<file path="config.mk">
export PLATFORM = sky130hd
export DESIGN_NAME = sleep_wake_seq_flat
export DESIGN_NICKNAME = d
export VERILOG_FILES = /design/src/core/deep_sleep_pkg.sv /design/src/core/sleep_link_if.sv /design/src/core/sleep_wake_seq.sv /design/src/flat_wrapper.sv
export SDC_FILE = /design/constraint.sdc
export NUM_CORES = 1
export LEC_CHECK = 0
export BUFFER_PORTS_ARGS = -buffer_cell sky130_fd_sc_hd__buf_2
export CORE_MARGIN = 8
export CORE_UTILIZATION = 50
export DETAILED_ROUTE_END_ITERATION = 12
export HOLD_SLACK_MARGIN = 0.06
export PLACE_DENSITY = 0.76
export SYNTH_ARGS = -nofsm -noshare
export SYNTH_HDL_FRONTEND = slang
export SYNTH_SLANG_ARGS = --single-unit
</file>
<file path="constraint.sdc">
create_clock -name mclk -period 10.4 [get_ports mclk]
set_clock_uncertainty 0.15 [all_clocks]
set_input_delay 2.6 -clock mclk [delete_from_list [all_inputs] [get_ports mclk]]
set_output_delay 2.6 -clock mclk [all_outputs]
set_load 0.02 [all_outputs]
</file>
<file path="src/core/deep_sleep_pkg.sv">
package deep_sleep_pkg;

  // ********************************************************************
  // Widths
  // ********************************************************************
  localparam int LEN_W  = 32;
  localparam int LEAD_W = 10;

  // ********************************************************************
  // Slot timing reference
  // ********************************************************************
  localparam int unsigned SLOT_US     = 625;
  localparam int unsigned US_PER_S    = 1000000;
  localparam int unsigned LP_CLK_HZ   = 32768;

  // ********************************************************************
  // Register map of the controller (byte addresses, word aligned)
  // ********************************************************************
  localparam logic [4:0] OFS_CTRL   = 5'h00;
  localparam logic [4:0] OFS_LENGTH = 5'h04;
  localparam logic [4:0] OFS_TIMING = 5'h08;
  localparam logic [4:0] OFS_STATUS = 5'h0c;
  localparam logic [4:0] OFS_LAST   = 5'h10;

  // Control register fields
  localparam int CTRL_SLEEP_ON  = 0;
  localparam int CTRL_WAKE_REQ  = 1;
  localparam int CTRL_EXT_DIS   = 2;
  localparam int CTRL_CLK_EN    = 3;
  localparam int CTRL_RADIO_ON  = 4;
  localparam int CTRL_WAIT_TRIM = 5;

  // Timing register fields
  localparam int TIM_SET_LSB = 0;
  localparam int TIM_CLR_LSB = 10;
  localparam int TIM_EXT_LSB = 20;

  // Status register fields
  localparam int STAT_EARLY_LVL  = 0;
  localparam int STAT_EARLY_SEEN = 1;
  localparam int STAT_EXIT_SEEN  = 2;
  localparam int STAT_ASLEEP     = 3;
  localparam int STAT_SETTLED    = 4;
  localparam int STAT_TRIM_DONE  = 5;

  // Reset values
  localparam logic [LEAD_W-1:0] RST_SET_LEAD = 10'h020;
  localparam logic [LEAD_W-1:0] RST_CLR_LEAD = 10'h002;
  localparam logic [LEAD_W-1:0] RST_EXT_LEN  = 10'h003;
  localparam logic [LEN_W-1:0]  RST_LENGTH   = 32'h0000_0100;

endpackage

</file>
<file path="src/core/sleep_link_if.sv">
`timescale 1ns/1ps
interface sleep_link_if;
  import deep_sleep_pkg::*;

  // Controller to sequencer
  logic              deep_sleep_on;
  logic [LEN_W-1:0]  programmed_sleep_length;
  logic [LEAD_W-1:0] wake_irq_set_lead;
  logic [LEAD_W-1:0] wake_irq_clear_lead;
  logic [LEAD_W-1:0] ext_wake_pulse_len;
  logic              ext_wake_disable;
  logic              soft_wake_request;
  logic              core_clk_en;
  logic              radio_domain_up;

  // Sequencer to controller
  logic              early_wake_irq;
  logic              sleep_exit_irq;
  logic              asleep;
  logic [LEN_W-1:0]  last_sleep_length;

  modport dev (
    input  deep_sleep_on, programmed_sleep_length, wake_irq_set_lead,
           wake_irq_clear_lead, ext_wake_pulse_len, ext_wake_disable,
           soft_wake_request, core_clk_en, radio_domain_up,
    output early_wake_irq, sleep_exit_irq, asleep, last_sleep_length
  );

  modport host (
    output deep_sleep_on, programmed_sleep_length, wake_irq_set_lead,
           wake_irq_clear_lead, ext_wake_pulse_len, ext_wake_disable,
           soft_wake_request, core_clk_en, radio_domain_up,
    input  early_wake_irq, sleep_exit_irq, asleep, last_sleep_length
  );
endinterface

</file>
<file path="src/core/sleep_wake_seq.sv">
// Behaviour
// Leave sleep by timer expiry or wake request
// Early wake interrupt precedes scheduled wake time
// Software enables clocks and radio before resume
// Stay asleep after expiry until powered up
// Record actual length of last sleep
// Exit and interrupt only when expired, clocked, powered; a wake request exits without expiry
// Wake request raises early interrupt at once
// External wake pulse length sets interrupt width
// Recommend pulse length as clear lead plus one
// No sleep entry while wake request high
// Disable bit masks the wake request event
// Software may delay request until trim done
// Software waits for crystal settled first
// Set lead: ticks before expiry to assert
// Clear lead: ticks before expiry to deassert
// Sleep length at least set lead plus one
// Keep 625 us slot reference during sleep
// Sample request and power-up on low-power ticks
`timescale 1ns/1ps
module sleep_wake_seq #(
  parameter int unsigned LP_HZ = deep_sleep_pkg::LP_CLK_HZ
) (
  // Clock and reset
  input  wire logic mclk,
  input  wire logic reset_n,
  // Low-power clock pin and slot reference
  input  wire logic low_power_clock,
  output logic      slot_tick,
  // Link to the controller
  sleep_link_if.dev link
);
  import deep_sleep_pkg::*;

  // ********************************************************************
  // Low-power clock sampling
  // ********************************************************************
  logic lpc_s1_ff;
  logic lpc_s2_ff;
  logic lpc_s3_ff;
  logic lp_tick;

  always_ff @(posedge mclk or negedge reset_n) begin
    if (!reset_n) begin
      lpc_s1_ff <= 1'b0;
      lpc_s2_ff <= 1'b0;
      lpc_s3_ff <= 1'b0;
    end else begin
      lpc_s1_ff <= low_power_clock;
      lpc_s2_ff <= lpc_s1_ff;
      lpc_s3_ff <= lpc_s2_ff;
    end
  end

  assign lp_tick = lpc_s2_ff & ~lpc_s3_ff;

  // ********************************************************************
  // Slot reference on the low-power clock
  // ********************************************************************
  // A fractional accumulator keeps the average slot at exactly 625 us even
  // though the low-power period does not divide it.
  localparam logic [LEN_W-1:0] SLOT_STEP  = LEN_W'(US_PER_S);
  localparam logic [LEN_W-1:0] SLOT_WRAP  = LEN_W'(LP_HZ * SLOT_US);
  logic [LEN_W-1:0] slot_acc_ff;
  logic [LEN_W-1:0] nxt_slot_acc;

  assign nxt_slot_acc = slot_acc_ff + SLOT_STEP;

  always_ff @(posedge mclk or negedge reset_n) begin
    if (!reset_n) begin
      slot_acc_ff <= '0;
      slot_tick   <= 1'b0;
    end else begin
      slot_tick <= 1'b0;
      if (lp_tick) begin
        if (nxt_slot_acc >= SLOT_WRAP) begin
          slot_acc_ff <= nxt_slot_acc - SLOT_WRAP;
          slot_tick   <= 1'b1;
        end else begin
          slot_acc_ff <= nxt_slot_acc;
        end
      end
    end
  end

  // ********************************************************************
  // Inputs sampled on low-power ticks, and the request on every mclk edge
  // ********************************************************************
  logic wake_lp_ff;
  logic wake_lp_prev_ff;
  logic up_lp_ff;
  logic req_prev_ff;

  always_ff @(posedge mclk or negedge reset_n) begin
    if (!reset_n) begin
      wake_lp_ff      <= 1'b0;
      wake_lp_prev_ff <= 1'b0;
      up_lp_ff        <= 1'b0;
    end else if (lp_tick) begin
      wake_lp_ff      <= link.soft_wake_request;
      wake_lp_prev_ff <= wake_lp_ff;
      up_lp_ff        <= link.core_clk_en & link.radio_domain_up;
    end
  end

  always_ff @(posedge mclk or negedge reset_n) begin
    if (!reset_n) begin
      req_prev_ff <= 1'b0;
    end else begin
      req_prev_ff <= link.soft_wake_request;
    end
  end

  // ********************************************************************
  // Sleep sequencer
  // ********************************************************************
  typedef enum logic [1:0] {st_active, st_sleep, st_ext_wake, st_wait_up} seq_state_t;

  seq_state_t        state_ff;
  logic [LEN_W-1:0]  length_ff;
  logic [LEN_W-1:0]  elapsed_ff;
  logic [LEN_W-1:0]  nxt_elapsed;
  logic [LEN_W-1:0]  remain_nxt;
  logic [LEAD_W-1:0] ext_cnt_ff;
  logic [LEAD_W-1:0] nxt_ext_cnt;
  logic [LEAD_W-1:0] ext_hold;
  logic              req_rise;
  logic              wake_event;
  logic              enter_ok;
  logic              expire;
  logic              ext_done;
  logic              exit_now;

  assign nxt_elapsed = elapsed_ff + LEN_W'(1);
  assign remain_nxt  = length_ff - nxt_elapsed;
  assign nxt_ext_cnt = ext_cnt_ff + LEAD_W'(1);

  // The pulse lasts the pulse length minus the clear lead, never under one tick
  always_comb begin
    if (link.ext_wake_pulse_len > link.wake_irq_clear_lead) begin
      ext_hold = link.ext_wake_pulse_len - link.wake_irq_clear_lead;
    end else begin
      ext_hold = LEAD_W'(1);
    end
  end

  assign enter_ok   = link.deep_sleep_on & ~link.soft_wake_request;
  assign req_rise   = link.soft_wake_request & ~req_prev_ff & ~link.ext_wake_disable
                    & (state_ff == st_sleep);
  assign wake_event = lp_tick & wake_lp_ff & ~wake_lp_prev_ff & ~link.ext_wake_disable;
  assign expire     = lp_tick & (nxt_elapsed >= length_ff);
  assign ext_done   = lp_tick & (nxt_ext_cnt >= ext_hold);
  assign exit_now   = lp_tick & up_lp_ff & (state_ff == st_wait_up);

  always_ff @(posedge mclk or negedge reset_n) begin
    if (!reset_n) begin
      state_ff <= st_active;
    end else begin
      case (state_ff)
        st_active: begin
          if (enter_ok) begin
            state_ff <= st_sleep;
          end
        end
        st_sleep: begin
          if (wake_event || req_rise) begin
            state_ff <= st_ext_wake;
          end else if (expire) begin
            state_ff <= st_wait_up;
          end
        end
        st_ext_wake: begin
          if (ext_done) begin
            state_ff <= st_wait_up;
          end
        end
        st_wait_up: begin
          if (exit_now) begin
            state_ff <= st_active;
          end
        end
        default: state_ff <= st_active;
      endcase
    end
  end

  always_ff @(posedge mclk or negedge reset_n) begin
    if (!reset_n) begin
      length_ff <= RST_LENGTH;
    end else if (state_ff == st_active && enter_ok) begin
      length_ff <= link.programmed_sleep_length;
    end
  end

  // Elapsed ticks keep counting past expiry, so late power-up shows
  always_ff @(posedge mclk or negedge reset_n) begin
    if (!reset_n) begin
      elapsed_ff <= '0;
    end else if (state_ff == st_active) begin
      elapsed_ff <= '0;
    end else if (lp_tick) begin
      elapsed_ff <= nxt_elapsed;
    end
  end

  always_ff @(posedge mclk or negedge reset_n) begin
    if (!reset_n) begin
      ext_cnt_ff <= '0;
    end else if (state_ff != st_ext_wake) begin
      ext_cnt_ff <= '0;
    end else if (lp_tick) begin
      ext_cnt_ff <= nxt_ext_cnt;
    end
  end

  // ********************************************************************
  // Early wake interrupt
  // ********************************************************************
  logic early_set;
  logic early_clr;

  assign early_set = req_rise
                   | (state_ff == st_sleep & lp_tick & ~wake_event
                      & remain_nxt == LEN_W'(link.wake_irq_set_lead))
                   | (state_ff == st_active & enter_ok
                      & link.programmed_sleep_length <= LEN_W'(link.wake_irq_set_lead));
  assign early_clr = (state_ff == st_sleep & lp_tick & ~wake_event
                      & remain_nxt == LEN_W'(link.wake_irq_clear_lead))
                   | (state_ff == st_ext_wake & ext_done)
                   | exit_now;

  // Set wins over clear
  always_ff @(posedge mclk or negedge reset_n) begin
    if (!reset_n) begin
      link.early_wake_irq <= 1'b0;
    end else if (early_set) begin
      link.early_wake_irq <= 1'b1;
    end else if (early_clr) begin
      link.early_wake_irq <= 1'b0;
    end
  end

  // ********************************************************************
  // Exit report
  // ********************************************************************
  always_ff @(posedge mclk or negedge reset_n) begin
    if (!reset_n) begin
      link.sleep_exit_irq    <= 1'b0;
      link.last_sleep_length <= '0;
      link.asleep            <= 1'b0;
    end else begin
      link.sleep_exit_irq <= exit_now;
      link.asleep         <= (state_ff != st_active) | enter_ok;
      if (exit_now) begin
        link.last_sleep_length <= nxt_elapsed;
      end
    end
  end

endmodule

</file>
<file path="src/flat_wrapper.sv">
// flat-port wrapper written by rule: the top's interface ports become plain ports
module sleep_wake_seq_flat import deep_sleep_pkg::*;
#(
  parameter int unsigned LP_HZ = deep_sleep_pkg::LP_CLK_HZ
)
  (mclk, reset_n, low_power_clock, slot_tick, link_deep_sleep_on, link_programmed_sleep_length, link_wake_irq_set_lead, link_wake_irq_clear_lead, link_ext_wake_pulse_len, link_ext_wake_disable, link_soft_wake_request, link_core_clk_en, link_radio_domain_up, link_early_wake_irq, link_sleep_exit_irq, link_asleep, link_last_sleep_length);
  sleep_link_if link_i ();
  input  wire logic mclk;
  input  wire logic reset_n;
  input  wire logic low_power_clock;
  output logic slot_tick;
  input wire logic [$bits(link_i.deep_sleep_on)-1:0] link_deep_sleep_on;
  input wire logic [$bits(link_i.programmed_sleep_length)-1:0] link_programmed_sleep_length;
  input wire logic [$bits(link_i.wake_irq_set_lead)-1:0] link_wake_irq_set_lead;
  input wire logic [$bits(link_i.wake_irq_clear_lead)-1:0] link_wake_irq_clear_lead;
  input wire logic [$bits(link_i.ext_wake_pulse_len)-1:0] link_ext_wake_pulse_len;
  input wire logic [$bits(link_i.ext_wake_disable)-1:0] link_ext_wake_disable;
  input wire logic [$bits(link_i.soft_wake_request)-1:0] link_soft_wake_request;
  input wire logic [$bits(link_i.core_clk_en)-1:0] link_core_clk_en;
  input wire logic [$bits(link_i.radio_domain_up)-1:0] link_radio_domain_up;
  output wire logic [$bits(link_i.early_wake_irq)-1:0] link_early_wake_irq;
  output wire logic [$bits(link_i.sleep_exit_irq)-1:0] link_sleep_exit_irq;
  output wire logic [$bits(link_i.asleep)-1:0] link_asleep;
  output wire logic [$bits(link_i.last_sleep_length)-1:0] link_last_sleep_length;
  assign link_i.deep_sleep_on = link_deep_sleep_on;
  assign link_i.programmed_sleep_length = link_programmed_sleep_length;
  assign link_i.wake_irq_set_lead = link_wake_irq_set_lead;
  assign link_i.wake_irq_clear_lead = link_wake_irq_clear_lead;
  assign link_i.ext_wake_pulse_len = link_ext_wake_pulse_len;
  assign link_i.ext_wake_disable = link_ext_wake_disable;
  assign link_i.soft_wake_request = link_soft_wake_request;
  assign link_i.core_clk_en = link_core_clk_en;
  assign link_i.radio_domain_up = link_radio_domain_up;
  assign link_early_wake_irq = link_i.early_wake_irq;
  assign link_sleep_exit_irq = link_i.sleep_exit_irq;
  assign link_asleep = link_i.asleep;
  assign link_last_sleep_length = link_i.last_sleep_length;
  sleep_wake_seq #(.LP_HZ(LP_HZ)) u_core (.mclk(mclk), .reset_n(reset_n), .low_power_clock(low_power_clock), .slot_tick(slot_tick), .link(link_i));
endmodule
</file>
==> results.py <==
metrics = {
    "finish": {
        "final_net_count": 1508,
        "areaGrowthSynthToFinish_pct": 11.6,
        "drive_gt1_share_pct": 15.0,
    },
    "logic_synthesis": {
        "synth-edff-count": 0,
        "ys_ff_latch": 145,
        "synth_area_um2": 11000,
        "synth_fp_nets": 1441,
        "synth_top_area_share_pct": 32.6,
        "synth_cell_type_count": 78,
        "ys_seq_area_share_pct": 32.9,
        "synth_area_leaders": "dfrtp_1 (33%), xnor2_1 (7.7%), ha_1 (7.6%)",
        "synthTopCellsByCount": "nand2_1 (148), dfrtp_1 (144), nor2_1 (102)",
        "netlist_instances": 1302,
        "async_flop_share_pct": 100,
        "post-synth-top-count-cell": "nand2_1",
        "yosysWarnings": 0,
        "synth.largest_area_cell": "dfrtp_1",
        "synth_ff_type": "dfrtp_1",
        "syn_area_per_cell_um2": 8.48,
    },
    "global_routing": {
        "use_met1_pct": 28.1,
        "grt.overflow.total": 0,
        "grt.busiest_layer": "met2",
        "grt_pass1_wl_um": 46600,
        "antenna_found_initial": 0,
        "grt_use_met3_pct": 3.59,
        "grt_usage_pct": 21.1,
        "first_global_vias": 9186,
        "met2_usage_pct": 34.8,
        "grt_start_max_net_pins": 78,
    },
    "drt": {
        "drc": 0,
        "vias_per_cell": 5.91,
        "final_antenna_net_count": 0,
        "wl_um": 28300,
        "num_vias": 9827,
        "drt-pass1-iter-count": 7,
        "wl_per_cell_um": 17.0,
        "drt-initial-drc-count": 711,
    },
    "job": {
        "cap_violations": 0,
    },
    "sta": {
        "setup_viol": 0,
        "fmax_mhz": 151,
        "timing.hold.ws_ps": 250,
        "fin_crit_ps": 6640,
        "rsz0062_at_grt": "no",
        "slew_viol_final": 0,
        "tightest_slew_ps": 965,
        "tns_ps": 0,
        "hold_violations": 0,
        "period_share_pct": 63.8,
        "slew_headroom_pct": 35.7,
    },
    "worst_setup_path": {
        "worst_setup_path_end_kind": "register",
        "cpMaxStageDelayCell": "nor4_2",
        "startpoint_type": "register",
        "required_ps": 10550,
        "critPathMostFrequentCell": "and3_1",
        "r2r_setup_slack_ps": 3760,
        "cp.arrival_ps": 6790,
        "path_cells": "nand4_1 -> nor4_2 -> nand3_1 -> or2_2 -> nor2_1 -> and3_1 -> and3_1 -> and3_1 -> nand3_1 -> xor2_1 -> ha_1 -> o21ai_0 -> nand3b_1 -> o211ai_1 -> a211o_1 -> nor4_1 -> o2111ai_1 -> a2111oi_2 -> o2111ai_1 -> or4_4 -> nor4b_2 -> o211ai_1",
        "path_class": "reg2reg",
        "path_max_fanout": 9,
        "crit_buf_inv": 0,
        "cpPeakStageDelay_ps": 760,
        "cp_top_family": "simple AND/OR/NAND/NOR gates",
    },
    "power_and_ir_drop": {
        "power_leakage_uw": 0.00540,
        "clock_power_share_pct": 18.7,
        "power_density_nw_per_um2": 261,
        "peakVddDrop_uv": 162,
        "p_sw_uw": 1430,
        "comb_power_share_pct": 54.4,
        "p_sw_share_pct": 44.5,
        "power.internal_uw": 1790,
        "seq_power_share_pct": 26.8,
    },
    "die": {
        "coreArea_um2": 21800,
        "die_area_um2": 27100,
        "start_util_pct": 50.8,
        "rows": 54,
        "die_y_um": 165,
        "die_x_um": 165,
        "pin_count": 106,
    },
    "clock_network": {
        "clkLatencyLatePin_ps": 430,
        "htree_levels": 4,
        "clockRootBuffer": "clkbuf_16",
        "cts_buffers": 17,
        "postCtsHoldBufs": 0,
        "clkSlewWorstSetupHoldPaths_ps": 60,
        "clock_path_buffers": 2,
        "clkSinkCount": 145,
        "cts_resized": 0,
        "cts_tree": "built",
        "cts_setup_buffers": 0,
    },
    "placement": {
        "dp_hpwl_um": 20900,
        "gp_congestion": 0.913,
        "portBuffers": 105,
    },
    "worst_hold_path": {
        "hp-class": "reg2reg",
    },
    "outcome": {
        "status": "completed",
    },
}
[worst reg2reg max path, cell delays in order (launching register included)]
cell and delay, ps:
dfrtp_1 500, nand4_1 300, nor4_2 760, nand3_1 220
or2_2 380, nor2_1 230, and3_1 260, and3_1 250
and3_1 300, nand3_1 170, xor2_1 190, ha_1 450
o21ai_0 160, nand3b_1 110, o211ai_1 100, a211o_1 250
nor4_1 250, o2111ai_1 210, a2111oi_2 310, o2111ai_1 150
or4_4 440, nor4b_2 270, o211ai_1 100
[power by group through the flow]
| stage | logic [uW] | clock network (uW) | registers (uW) |
|---|---|---|---|
| global placement | 1700 | 0 | 864 |
| finish | 1750 | 603 | 864 |
| floorplan | 1380 | 0 | 803 |
| CTS | 1730 | 617 | 860 |
| global route | 1930 | 643 | 886 |
| detailed placement | 1710 | 0 | 867 |
[final cells by class]
cell class	instances	area, um^2
multi-input combinational	1032	6950
fill	1954	9420
sequential	145	3630
clock buffer	19	453
timing repair buffer	113	592
clock inverter	13	126
tap	280	350
inverter	60	225
antenna	1	2.50
[per-layer routing]
metal	vias up	wire length (um)
met1	4678	12600
met3	46	1750
met2	329	13500
met5	-	0
li1	4774	-
met4	0	519
[worst paths after layout]
kind,startpoint,endpoint,cells after the start
max in group asynchronous,reset_n,u_core.slot_acc_ff[26]$_DFFE_PN0P_,2
max,u_core.elapsed_ff[9]$_DFFE_PN0P_,u_core.link.early_wake_irq$_DFFE_PN0P_,22
min in group asynchronous,reset_n,u_core.length_ff[25]$_DFFE_PN0P_,1
max reg2reg,u_core.elapsed_ff[9]$_DFFE_PN0P_,u_core.link.early_wake_irq$_DFFE_PN0P_,22
min,u_core.lpc_s1_ff$_DFF_PN0_,u_core.lpc_s2_ff$_DFF_PN0_,0
min reg2reg,u_core.lpc_s1_ff$_DFF_PN0_,u_core.lpc_s2_ff$_DFF_PN0_,0
[registers in the layout (all words and copies together) (netlist names)]
name                           count
u_core.link.asleep                 1
u_core.up_lp_ff                    1
u_core.slot_acc_ff                26
u_core.wake_lp_prev_ff             1
u_core.link.last_sleep_length     32
u_core.link.sleep_exit_irq         1
u_core.wake_lp_ff                  1
u_core.link.early_wake_irq         1
u_core.slot_tick                   1
u_core.length_ff                  32
u_core.state_ff                    2
u_core.lpc_s1_ff                   1
u_core.lpc_s2_ff                   1
u_core.elapsed_ff                 32
u_core.ext_cnt_ff                 10
u_core.lpc_s3_ff                   1
u_core.req_prev_ff                 1
[kinds of logic (layout without fill, tap and decap cells)]
| group | Yosys count | in the layout | synth area share (%) |
|---|---|---|---|
| compound gates | 299 | 299 | 17.2 |
| xor+xnor | 152 | 152 | 12.2 |
| fa+ha+maj | 75 | 75 | 8.52 |
| buf+inv | 125 | 205 | 4.38 |
| flops | 145 | 145 | 32.9 |
| mux | 43 | 43 | 4.30 |
| other cells | 0 | 1 | 0 |
| simple gates | 463 | 463 | 20.5 |
[layout by cell type (no fill, tap or decap), types with 5 or more instances in the layout]
master	count
clkbuf_16	17
ha_1	67
nand4_1	23
o2111ai_1	6
a211o_1	7
nand2b_1	10
nand3b_1	8
nand3_1	48
o22ai_1	5
inv_1	60
nor2_1	102
o21bai_1	6
nor4_1	21
a21o_1	19
xor2_1	54
o21a_1	12
buf_2	104
and2_1	10
xnor2_1	97
nor2b_1	5
or4_1	5
mux2_2	36
nor3_1	30
mux2i_1	7
clkinv_4	5
nand2_1	148
o211ai_1	8
and3_1	14
a211oi_1	9
buf_4	8
dfrtp_1	144
or3_1	16
o21ai_0	89
a21oi_1	81
a31oi_1	12
[stage by stage]
step / total power [uW] / instance area, um^2 / cells / utilization (%) / setup slack [ps]
after floorplan: 2190 / 11000 / 1302 / - / 3930
after global placement: 2560 / 11800 / 1630 / 54.0 / 3560
after detailed placement: 2580 / 11800 / 1630 / 54.0 / 3450
after CTS: 3200 / 12300 / 1662 / 56.7 / 3840
after global routing: 3460 / 12300 / 1662 / 56.7 / 3370
final: 3220 / 12300 / 1663 / 56.7 / 3760
Power figures use the tool's default switching activity.
